**config.mk**
```make
export PLATFORM = sky130hd
export DESIGN_NAME = fault_log_control
export DESIGN_NICKNAME = d
export VERILOG_FILES = /design/src/rtl/fault_log_pkg.sv /design/src/rtl/fault_log_control.sv
export SDC_FILE = /design/constraint.sdc
export NUM_CORES = 1
export LEC_CHECK = 0
export ABC_AREA = 1
export BUFFER_PORTS_ARGS = -buffer_cell sky130_fd_sc_hd__buf_4
export CAP_MARGIN = 20
export CELL_PAD_IN_SITES_DETAIL_PLACEMENT = 2
export CELL_PAD_IN_SITES_GLOBAL_PLACEMENT = 2
export CORE_UTILIZATION = 29
export DETAILED_ROUTE_END_ITERATION = 16
export PLACE_DENSITY = 0.88
export SETUP_SLACK_MARGIN = 0.02
export SLEW_MARGIN = 20
export SYNTH_ARGS = -nofsm -noshare
export SYNTH_HDL_FRONTEND = slang
export SYNTH_SLANG_ARGS = --single-unit
```
**constraint.sdc**
```tcl
create_clock -name clk_sys -period 2.5 [get_ports clk_sys]
set_clock_uncertainty 0.15 [all_clocks]
set_input_delay 0.125 -clock clk_sys [delete_from_list [all_inputs] [get_ports clk_sys]]
set_output_delay 0.125 -clock clk_sys [all_outputs]
set_load 0.03 [all_outputs]
```
**src/rtl/fault_log_pkg.sv**
```systemverilog
`default_nettype none
package fault_log_pkg;
  localparam logic [7:0] setup_cmd = 8'hd8;
  localparam int force_bit = 15;
  localparam int erase_bit = 14;
  localparam int src_bit = 10;
  localparam int wrap_bit = 9;
  localparam int span_lo = 7;
  localparam int trig_lo = 3;
  localparam logic [15:0] setup_reset = 16'h0000;
  localparam logic [15:0] setup_keep_mask = 16'h07f8;
  localparam logic [7:0] erase_byte = 8'hff;
  localparam int clk_mhz = 125;
  localparam int span_ms_0 = 5;
  localparam int span_ms_1 = 20;
  localparam int span_ms_2 = 80;
  localparam int span_ms_3 = 160;
  localparam int depth_ms_0 = 15;
  localparam int depth_ms_1 = 60;
  localparam int depth_ms_2 = 240;
  localparam int depth_ms_3 = 480;
  localparam int cyc_per_ms = clk_mhz * 1000;
  localparam logic [1:0] free_step = 2'h2;

  typedef struct packed {
    logic req;
    logic wr;
    logic [7:0] addr;
    logic [15:0] wdata;
  } cmd_req_t;

  typedef struct packed {
    logic req;
    logic erase;
    logic fresh;
    logic [7:0] data;
  } nv_req_t;

  typedef enum logic [2:0] {st_idle, st_convert, st_free, st_write, st_erase} log_state_t;
endpackage : fault_log_pkg
`default_nettype wire

```
**src/rtl/fault_log_control.sv**
```systemverilog
// Overview of operation
// - a host write of 1 to the force bit writes one log record, or none when full with wrap off, then the bit clears itself.
// - a host write of 1 to the erase bit fills every log byte with ff, then the bit clears itself.
// - a failed forced write or erase raises the comms/memory error flag and leaves the detail status clear.
// - monitoring is suspended for the whole of an erase.
// - unused setup bits always read zero.
// - the first-sample source bit picks the stored periodic result or a fresh conversion for the first slot.
// - with wrap off logging stops when full, with wrap on older records are overwritten.
// - the span field selects interval and log span 5/15, 20/60, 80/240 or 160/480 ms.
// - each trigger bit logs a record when its enabled fault line is pulled low.
// - when wrapping and full, space is freed two records at a time before writing.
`default_nettype none
module fault_log_control #(
  parameter int log_records = 32,
  parameter int log_bytes = 256
) (
  input wire logic clk_sys,
  input wire logic rst,
  input wire fault_log_pkg::cmd_req_t cmd_in,
  output logic [15:0] cmd_rdata,
  output logic cmd_rvalid,
  input wire logic [3:0] fault_line_in,
  input wire logic [3:0] line_enable,
  input wire logic nv_done,
  input wire logic nv_error,
  input wire logic conv_done,
  output fault_log_pkg::nv_req_t nv_out,
  output logic [7:0] nv_addr,
  output logic conv_start,
  output logic monitor_hold,
  output logic comms_memory_error_flag,
  output logic [7:0] comms_detail_status,
  output logic [31:0] interval_cycles,
  output logic [31:0] depth_cycles
);
  localparam int rec_w = $clog2(log_records + 1);
  localparam int byte_w = $clog2(log_bytes);
  localparam logic [rec_w-1:0] rec_full = rec_w'(log_records);
  localparam logic [byte_w-1:0] byte_last = byte_w'(log_bytes - 1);

  fault_log_pkg::log_state_t state_q, state_d;
  logic [15:0] setup_q;
  logic [rec_w-1:0] used_q;
  logic [byte_w-1:0] ebyte_q;
  logic [3:0] line_s1_q, line_s2_q, line_prev_q;
  logic [15:0] cmd_rdata_q;
  logic cmd_rvalid_q, conv_q, hold_q, err_q, nvreq_q, nver_q, nvfresh_q, forced_q;

  wire write_setup = cmd_in.req && cmd_in.wr && cmd_in.addr == fault_log_pkg::setup_cmd;
  wire read_setup = cmd_in.req && !cmd_in.wr && cmd_in.addr == fault_log_pkg::setup_cmd;
  wire idle = state_q == fault_log_pkg::st_idle;
  wire [3:0] trig_bits;
  wire [3:0] line_fall;
  wire line_hit = |line_fall;
  wire wrap_on = setup_q[fault_log_pkg::wrap_bit];
  wire log_full = used_q >= rec_full;
  wire fresh_src = setup_q[fault_log_pkg::src_bit];
  wire [1:0] span_sel = setup_q[fault_log_pkg::span_lo +: 2];
  wire start_force = idle && setup_q[fault_log_pkg::force_bit];
  wire start_erase = idle && setup_q[fault_log_pkg::erase_bit];
  wire start_line = idle && line_hit && !setup_q[fault_log_pkg::force_bit] && !setup_q[fault_log_pkg::erase_bit];
  wire want_log = start_force || start_line;
  wire log_blocked = log_full && !wrap_on;
  wire op_end = nv_done && (state_q == fault_log_pkg::st_write || state_q == fault_log_pkg::st_erase);
  wire erase_end = state_q == fault_log_pkg::st_erase && nv_done && ebyte_q == byte_last;
  wire write_end = state_q == fault_log_pkg::st_write && nv_done;
  wire free_end = state_q == fault_log_pkg::st_free && nv_done;
  wire busy_force = setup_q[fault_log_pkg::force_bit];
  wire force_clr = (start_force && log_blocked) || (write_end && forced_q);
  wire erase_clr = state_q == fault_log_pkg::st_erase && nv_done && (nv_error || erase_end);
  wire [1:0] act_keep = setup_q[15:14] & ~{force_clr, erase_clr};
  wire [15:0] wr_masked = cmd_in.wdata & fault_log_pkg::setup_keep_mask;
  wire [15:0] readback = setup_q & (fault_log_pkg::setup_keep_mask | 16'hc000);

  genvar gi;
  generate
    for (gi = 0; gi < 4; gi++)
    begin : g_line
      // line 0 sits on the highest trigger bit
      assign trig_bits[gi] = setup_q[fault_log_pkg::trig_lo + 3 - gi];
      assign line_fall[gi] = trig_bits[gi] && line_enable[gi] && line_prev_q[gi] && !line_s2_q[gi];
    end
  endgenerate

  always_comb
  begin
    state_d = state_q;
    case (state_q)
      fault_log_pkg::st_idle:
        if (start_erase)
          state_d = fault_log_pkg::st_erase;
        else if (want_log && !(log_blocked && start_line))
          state_d = fresh_src ? fault_log_pkg::st_convert : fault_log_pkg::st_write;
      fault_log_pkg::st_convert:
        if (conv_done)
          state_d = (log_full && wrap_on) ? fault_log_pkg::st_free : fault_log_pkg::st_write;
      fault_log_pkg::st_free:
        if (nv_done)
          state_d = fault_log_pkg::st_write;
      fault_log_pkg::st_write:
        if (nv_done)
          state_d = fault_log_pkg::st_idle;
      fault_log_pkg::st_erase:
        if (nv_done && (nv_error || ebyte_q == byte_last))
          state_d = fault_log_pkg::st_idle;
      default:
        state_d = fault_log_pkg::st_idle;
    endcase
    if (state_q == fault_log_pkg::st_idle && state_d == fault_log_pkg::st_write && log_full && wrap_on)
      state_d = fault_log_pkg::st_free;
    if (start_force && log_blocked)
      state_d = fault_log_pkg::st_idle;
  end

  always_ff @(posedge clk_sys or posedge rst)
  begin
    if (rst)
    begin
      line_s1_q <= 4'hf;
      line_s2_q <= 4'hf;
      line_prev_q <= 4'hf;
    end
    else
    begin
      line_s1_q <= fault_line_in;
      line_s2_q <= line_s1_q;
      line_prev_q <= line_s2_q;
    end
  end

  always_ff @(posedge clk_sys or posedge rst)
  begin
    if (rst)
      state_q <= fault_log_pkg::st_idle;
    else
      state_q <= state_d;
  end

  always_ff @(posedge clk_sys or posedge rst)
  begin
    if (rst)
      setup_q <= fault_log_pkg::setup_reset;
    else if (write_setup)
      setup_q <= wr_masked | {cmd_in.wdata[15:14] | act_keep, 14'h0000};
    else if (force_clr)
      setup_q[fault_log_pkg::force_bit] <= 1'b0;
    else if (erase_clr)
      setup_q[fault_log_pkg::erase_bit] <= 1'b0;
  end

  // marks a write started by the force bit, not by a line
  always_ff @(posedge clk_sys or posedge rst)
  begin
    if (rst)
      forced_q <= 1'b0;
    else if (idle)
      forced_q <= start_force && !start_erase;
  end

  always_ff @(posedge clk_sys or posedge rst)
  begin
    if (rst)
      used_q <= '0;
    else if (erase_end)
      used_q <= '0;
    else if (free_end && !nv_error)
      used_q <= used_q - rec_w'(fault_log_pkg::free_step);
    else if (write_end && !nv_error && !log_full)
      used_q <= used_q + rec_w'(1);
  end

  always_ff @(posedge clk_sys or posedge rst)
  begin
    if (rst)
      ebyte_q <= '0;
    else if (start_erase)
      ebyte_q <= '0;
    else if (state_q == fault_log_pkg::st_erase && nv_done)
      ebyte_q <= ebyte_q + byte_w'(1);
  end

  always_ff @(posedge clk_sys or posedge rst)
  begin
    if (rst)
      err_q <= 1'b0;
    else if (op_end && nv_error && busy_force | setup_q[fault_log_pkg::erase_bit])
      err_q <= 1'b1;
    else if (write_setup)
      err_q <= 1'b0;
  end

  always_ff @(posedge clk_sys or posedge rst)
  begin
    if (rst)
    begin
      cmd_rdata_q <= 16'h0000;
      cmd_rvalid_q <= 1'b0;
      conv_q <= 1'b0;
      hold_q <= 1'b0;
      nvreq_q <= 1'b0;
      nver_q <= 1'b0;
      nvfresh_q <= 1'b0;
    end
    else
    begin
      cmd_rdata_q <= readback;
      cmd_rvalid_q <= read_setup;
      conv_q <= state_d == fault_log_pkg::st_convert && state_q != fault_log_pkg::st_convert;
      hold_q <= state_d == fault_log_pkg::st_erase;
      nvreq_q <= state_d == fault_log_pkg::st_write || state_d == fault_log_pkg::st_erase
                 || state_d == fault_log_pkg::st_free;
      nver_q <= state_d == fault_log_pkg::st_erase || state_d == fault_log_pkg::st_free;
      nvfresh_q <= fresh_src;
    end
  end

  always_ff @(posedge clk_sys or posedge rst)
  begin
    if (rst)
    begin
      interval_cycles <= 32'h0;
      depth_cycles <= 32'h0;
    end
    else
    begin
      case (span_sel)
        2'h0:
        begin
          interval_cycles <= 32'(fault_log_pkg::span_ms_0 * fault_log_pkg::cyc_per_ms);
          depth_cycles <= 32'(fault_log_pkg::depth_ms_0 * fault_log_pkg::cyc_per_ms);
        end
        2'h1:
        begin
          interval_cycles <= 32'(fault_log_pkg::span_ms_1 * fault_log_pkg::cyc_per_ms);
          depth_cycles <= 32'(fault_log_pkg::depth_ms_1 * fault_log_pkg::cyc_per_ms);
        end
        2'h2:
        begin
          interval_cycles <= 32'(fault_log_pkg::span_ms_2 * fault_log_pkg::cyc_per_ms);
          depth_cycles <= 32'(fault_log_pkg::depth_ms_2 * fault_log_pkg::cyc_per_ms);
        end
        default:
        begin
          interval_cycles <= 32'(fault_log_pkg::span_ms_3 * fault_log_pkg::cyc_per_ms);
          depth_cycles <= 32'(fault_log_pkg::depth_ms_3 * fault_log_pkg::cyc_per_ms);
        end
      endcase
    end
  end

  always_ff @(posedge clk_sys or posedge rst)
  begin
    if (rst)
      nv_addr <= 8'h00;
    else if (state_d == fault_log_pkg::st_erase)
      nv_addr <= 8'(state_q != fault_log_pkg::st_erase ? byte_w'(0) : nv_done ? ebyte_q + byte_w'(1) : ebyte_q);
    else
      nv_addr <= 8'(used_q);
  end

  assign cmd_rdata = cmd_rdata_q;
  assign cmd_rvalid = cmd_rvalid_q;
  assign conv_start = conv_q;
  assign monitor_hold = hold_q;
  assign comms_memory_error_flag = err_q;
  assign comms_detail_status = 8'h00;
  assign nv_out = '{req: nvreq_q, erase: nver_q, fresh: nvfresh_q, data: fault_log_pkg::erase_byte};
endmodule : fault_log_control
`default_nettype wire

```
==> results of run 1 <==
## what timing repair did
action / 4_1_cts / 5_1_grt
hold endpoints to repair: 35 / 0
gates resized for setup: 0 / 0
setup endpoints to repair: 0 / 0
hold buffers: 18 / 0
## layer usage
| metal | GRT usage, % | vias to the layer above |
|---|---|---|
| met5 | 0 | - |
| met4 | 6.02 | 0 |
| met3 | 4.85 | 17 |
| met2 | 32.9 | 114 |
| met1 | 17.3 | 1489 |
| li1 | - | 1378 |
## cells in the final DEF, fill, tap and decap left out, types with 2 or more instances in the layout
master	count
o2bb2ai_1	2
a21oi_1	9
o21ai_0	17
inv_1	48
clkbuf_16	9
inv_4	3
dfstp_2	12
nand4_1	5
nor2_1	15
nand4_2	2
xor2_1	7
nand3_2	4
nand2_2	5
nor2_4	2
inv_2	8
nand2_1	69
o2111ai_1	2
dfrtp_1	65
buf_4	99
o22ai_1	2
nor4_2	2
o21ai_2	5
dlygate4sd3_1	18
ha_1	12
conb_1	44
nand3_1	14
o21ai_1	5
inv_6	2
nand2_4	5
nor3_1	7
## cell families (layout without fill, tap and decap cells)
kind of cell / after synthesis / after routing / share of synthesized area (%)
compound gates: 47 / 47 / 7.09
xor+xnor: 8 / 8 / 1.75
fa+ha+maj: 12 / 12 / 3.75
buf+inv: 138 / 192 / 21.0
flops: 77 / 77 / 48.5
other cells: 2 / 44 / 0.187
simple gates: 135 / 135 / 17.8
## cells in the mapped netlist, types with 9 or more instances
| library cell | instances |
|---|---|
| a21oi_1 | 9 |
| buf_4 | 78 |
| dfrtp_1 | 65 |
| dfstp_2 | 12 |
| ha_1 | 12 |
| inv_1 | 49 |
| nand2_1 | 69 |
| nand3_1 | 14 |
| nor2_1 | 15 |
| o21ai_0 | 17 |
## power by group through the flow
stage	registers [mW]	logic (mW)	clock network, mW
floorplan	1.78	0.991	0
global placement	1.64	1.39	0
detailed placement	1.65	1.46	0
CTS	1.64	1.50	1.30
global route	1.66	1.61	1.34
finish	1.64	1.48	1.25
## worst max-delay path: cells and delay by family (launching register included)
kind	cells	cell delay, ns
AND/OR/NAND/NOR	5	0.69
buffers and inverters	1	0.08
adder cells (fa/ha/maj)	1	0.22
AO/OA/AOI/OAI	2	0.27
flip-flops	1	0.40
## state kept, by name, indices dropped and copies added (netlist names), 6 cells and up
register	cells
cmd_rdata	10
depth_cycles	10
setup_q	10
nv_addr	8
used_q	6
ebyte_q	8
## stage by stage
| step | utilization, % | total power, mW | hold WS [ns] | instance area (um2) |
|---|---|---|---|---|
| after detailed placement | 33.9 | 3.12 | 0.0863 | 4530 |
| after CTS | 37.4 | 4.45 | 0.00606 | 4990 |
| after global placement | 33.9 | 3.03 | 0.0811 | 4530 |
| final | 37.4 | 4.37 | 0.0435 | 4990 |
| after global routing | 37.4 | 4.61 | 0.0442 | 4990 |
| after floorplan | - | 2.77 | -0.0205 | 4160 |
## how the worst max path moves through the flow
stage | endpoint | slack, ns
global route | used_q[0] | 0.41
CTS | used_q[3] | 0.57
finish | used_q[3] | 0.60
floorplan | cmd_rdata[10] | 0.28
detailed placement | used_q[0] | 0.62
global placement | used_q[0] | 0.71
## final cells by class
| type | count | area (um2) | area share, % |
|---|---|---|---|
| multi-input cells | 246 | 1380 | 27.7 |
| well taps | 176 | 220 | 4.41 |
| clock buffers | 10 | 239 | 4.78 |
| clock inverters | 6 | 45.0 | 0.902 |
| flip-flops and latches | 77 | 1940 | 38.9 |
| inverters | 58 | 223 | 4.46 |
| repair buffers | 118 | 943 | 18.9 |
==> results.md, run 1 <==
- R2R setup slack: 0.60 ns
- Top Ports: 150
- CTS sink count: 77
- Count of buffers from port buffering: 99
- Post-synthesis cell area: 4010 um2
- Ys flop type: dfrtp_1
- Reg2Reg Depth: 9
- CP Launch Type: register
- Leak Pwr: 2.54 nW
- Max VDD drop: 0.460 mV
- Final setup violation count: 0
- Clock transition at the registers of the reported paths: 0.06 ns
- RSZ-0062 raised after global routing: false
- CP required: 2.61 ns
- Syn_area_per_cell: 9.56 um2
- Final worst setup slack: 0.598 ns
- Sequential area share after synthesis: 48.5%
- Met1 Wirelength: 4230 um
- Wirelength per Cell: 16.6 um
- Critical path's slowest cell: dfrtp_1
- Comb power frac: 33.9%
- Psw: 1.73 mW
- Asr flop ratio synth: 100%
- Int Pwr: 2.64 mW
- Post-CTS setup buffer count: 0
- Longest Clk Path Bufs: 2
- Final Cycle Share: 76.1%
- Hold Path Depth: 5
- Fin. Hold Viols: 0
- CTS tree: done
- Top layer in use: met4
- DR WL met3: 638 um
- Slew Limit Headroom: 60.4%
- Worst skew pair latency: 0.34 ns
- Pins Over Slew Limit: 0
- Yosys reg bits: 77
- Count of cell types in the netlist: 40
- Most frequent cell on the critical path: nand3_2
- Switching Share: 39.6%
- Initial Util: 30.0%
- CP startpoint: ebyte_q[0]
- Grt total ovfl: 0
- Sequential power share: 37.5%
- Synth Instances: 419
- Crit Reg-Reg Startpoint: ebyte_q[0]
- Largest net degree at the start of global routing: 53
- CP Max Fanout: 11
- Ant. Diodes: 0
- First-pass GRT wire length: 18,400 um
- Vias in the first global route: 3,443
- Routed wl met2: 6420 um
- DRC: 0
- DR iter-0 viols: 78
- Finished Layout Cells: 691
- Number of core rows: 42
- Area delta synth->final: 24.7%
- Final HPWL DP: 8030 um
- Power density over the cells: 874 nW/um2
- Post-Place Cells: 657
- Min-Delay Path Class: in -> reg
- Share of the synthesized area in the top cell type: 40.6%
- Final wirelength: 11,500 um
- Max-cap violations: 0
- Chip Width: 120 um
- TritonCTS buffer count: 9
- Clk pwr share: 28.6%
- Area leader, netlist: dfrtp_1
- Via count: 2,998
- Initial antenna violation count: 0
- Routability cong.: 0.829
- Fillers: 1,474
- Vias/cell: 4.34
- Pre-CTS setup slack: 0.615 ns
- Critical path's largest stage delay: 0.40 ns
- Fraction of layout cells with a size suffix above 1: 32.2%
- Fmax: 526 MHz
- Tightest Pin Transition: 0.593 ns
- Yosys warns: 0
- CP Capture Type: register
- RR Endpoint: used_q[3]
- Area contributors post-synth: dfrtp_1 41%, buf_4 15%, dfstp_2 7.9%
- Die area: 14,300 um2
- Status: finished clean
- GRT Total Usage: 17.1%
- Critical path class: reg -> reg
- Drt pass-1 iters: 4
- CP cell instances: ha_1 -> nand3_2 -> nor2_4 -> nand3_2 -> inv_2 -> nand3_4 -> nand3_2 -> o2111ai_1 -> o21ai_1
- Core area: 13,300 um2
- Worst Hold End: comms_memory_error_flag
- Layout net count: 561
- Final Critical Period: 1.90 ns
- Post-route setup TNS: 0 ns
- Die Height: 120 um
- Arrival time at the worst endpoint: 2.01 ns
- H-tree depth: 3
- Root buf cell: clkbuf_16
- Routed Antenna Nets: 0
- Hold path start: cmd_in[21]
- Number of synthesized flops with an enable pin: 0
(Power assumes the default switching activity.)
==> run 2: changes to the inputs <==
CORE_UTILIZATION = 26   (was 29)
PLACE_DENSITY = 0.84   (was 0.88)
clock period = 1.6 ns   (was 2.5 ns; I/O delays follow)
==> results.md, run 2 (synthesis gave the netlist of run 1 again) <==
- Routed Antenna Nets: 0 (unchanged)
- Initial Util: 26.5% (-3.6 points)
- Drt pass-1 iters: 4 (unchanged)
- Top Ports: 150 (unchanged)
- Grt total ovfl: 0 (unchanged)
- Fmax: 577 MHz (+9.8%)
- Arrival time at the worst endpoint: 1.81 ns (-0.20 ns)
- Final Cycle Share: 108% (+32 points)
- Max VDD drop: 0.629 mV (+37%)
- Final core utilization: 36.7% (-0.72 points)
- Total power: 7.44 mW (+70%)
- Pins Over Slew Limit: 0 (unchanged)
- DR iter-0 viols: 104 (+33%)
- Wirelength per Cell: 16.0 um (-4.0%)
- Final Critical Period: 1.73 ns (-0.170 ns)
- First-pass GRT wire length: 18,500 um (+0.52%)
- Final HPWL DP: 7990 um (-0.48%)
- Clock transition at the registers of the reported paths: 0.06 ns (about the same)
- Initial antenna violation count: 0 (unchanged)
- Final wirelength: 11,900 um (+3.4%)
- R2R setup slack: -0.13 ns (-0.73 ns)
- Most frequent cells in the layout: 129 x buf_4, 64 x dfrtp_1, 58 x nand2_1, 44 x inv_1, 44 x conb_1
- Max-cap violations: 0 (unchanged)
- Finished Cell Area: 5560 um2 (+11%)
- Core area: 15,100 um2 (+13%)
- CP Launch Type: register
- Layout net count: 602 (+7.3%)
- Pre-CTS setup slack: -0.197 ns (-0.812 ns)
- Root buf cell: clkbuf_16
- Worst skew pair latency: 0.35 ns (about the same)
- Count of buffers from port buffering: 99 (unchanged)
- Final worst setup slack: -0.132 ns (-0.730 ns)
- Placed instance area: 4760 um2 (+5.1%)
- Status: complete, but fails checks
- Min-Delay Path Class: in -> reg
- Fillers: 1,664 (+13%)
- Largest net degree at the start of global routing: 78 (+47%)
- TritonCTS buffer count: 9 (unchanged)
- Fraction of layout cells with a size suffix above 1: 44.1% (+12 points)
- RSZ-0062 raised after global routing: true
- Chip Width: 126 um (+5.5%)
- Failing checks: negative setup slack
- Fin. Hold Viols: 0 (unchanged)
- CTS sink count: 77 (unchanged)
- Worst setup endpoint: nv_addr[4]
- GRT Total Usage: 15.1% (-2.0 points)
- Die Height: 126 um (+5.5%)
- Crit Reg-Reg Startpoint: ebyte_q[1]
- Final setup violation count: 22 (+22)
- CP Capture Type: register
- Number of core rows: 45 (+7.1%)
- Post-route setup TNS: -2.15 ns (-2.15 ns)
- Post-Place Cells: 697 (+6.1%)
- CP required: 1.68 ns (-0.93 ns)
- CTS tree: done
- DRC: 0 (unchanged)
- Die area: 15,900 um2 (+11%)
- Commonest non-fill, non-tap cell in the layout: buf_4
- CP startpoint: ebyte_q[1]
- Vias in the first global route: 3,558 (+3.3%)
- Via count: 3,141 (+4.8%)
- Finished Layout Cells: 744 (+7.7%)
- H-tree depth: 3 (unchanged)
- Reg2Reg Depth: 10 (+1)
- Routability cong.: 0.746 (-10%)
- Area delta synth->final: 38.8%
- Critical path class: reg -> reg
- RR Endpoint: nv_addr[4]
- Leak Pwr: 2.77 nW (+9.0%)
- Vias/cell: 4.22 (-2.7%)
- Ant. Diodes: 0 (unchanged)
- Fin Hold WS: 0.118 ns (+0.0748 ns)
- CP Max Fanout: 11 (unchanged)
- Power density over the cells: 1340 nW/um2 (+53%)
- Longest Clk Path Bufs: 2 (unchanged)
run 2: cell types whose count changed in the layout (fill, tap and decap cells not counted), sizes merged:
cell,delta
buf,+37
clkinvlp,+2
dlygate4sd3,+3
inv,-2
nand3,+1
run 2: final cells by class:
type                            instances  area (um2)  share of cell area [%]
Timing Repair Buffer                  158        1280                    23.0
Clock buffer                           10         239                    4.30
Tap cell                              188         235                    4.23
Inverter                               58         239                    4.30
Sequential cell                        77        1940                    35.0
Clock inverter                          6        46.3                   0.833
Multi-Input combinational cell        247        1580                    28.4
run 2: worst min path at each step:
stage,start,endpoint,depth (start not counted)
global placement,fault_line_in[0],line_s1_q[0],1
global route,cmd_in[17],setup_q[9],6
CTS,cmd_in[21],setup_q[9],6
detailed placement,fault_line_in[2],line_s1_q[2],1
floorplan,fault_line_in[0],line_s1_q[0],0
finish,cmd_in[21],setup_q[9],6
run 2: layer usage:
metal / vias up / wire length, um / global-route usage, %
met5: - / 0 / 0
met4: 0 / 107 / 3.69
met3: 14 / 607 / 4.50
met2: 99 / 6750 / 29.1
met1: 1562 / 4420 / 15.9
li1: 1466 / - / -
run 2: what timing repair did:
action,in CTS,in global routing
hold endpoints to repair,81,0
gates cloned,1,0
buffers inserted,3,6
pin swaps,4,17
endpoints found under the setup margin,24,30
resized for setup,22,47
hold buffers,21,0
run 2: critical path, stage by stage (launching register included):
cell	delay (ns)
dfrtp_1	0.41
ha_4	0.17
nand3_4	0.08
nor2_4	0.14
nand4_2	0.14
nand3_2	0.14
nand2_4	0.06
nand2_4	0.12
inv_8	0.07
nand2_1	0.08
o21ai_2	0.05
run 2: power breakdown:
group	leakage (nW)	internal [mW]	total, mW	switching, mW
clock	0.135	1.10	1.96	0.855
combinational	1.71	1.07	2.91	1.84
sequential	0.924	2.28	2.57	0.284
total	2.77	4.46	7.44	2.98
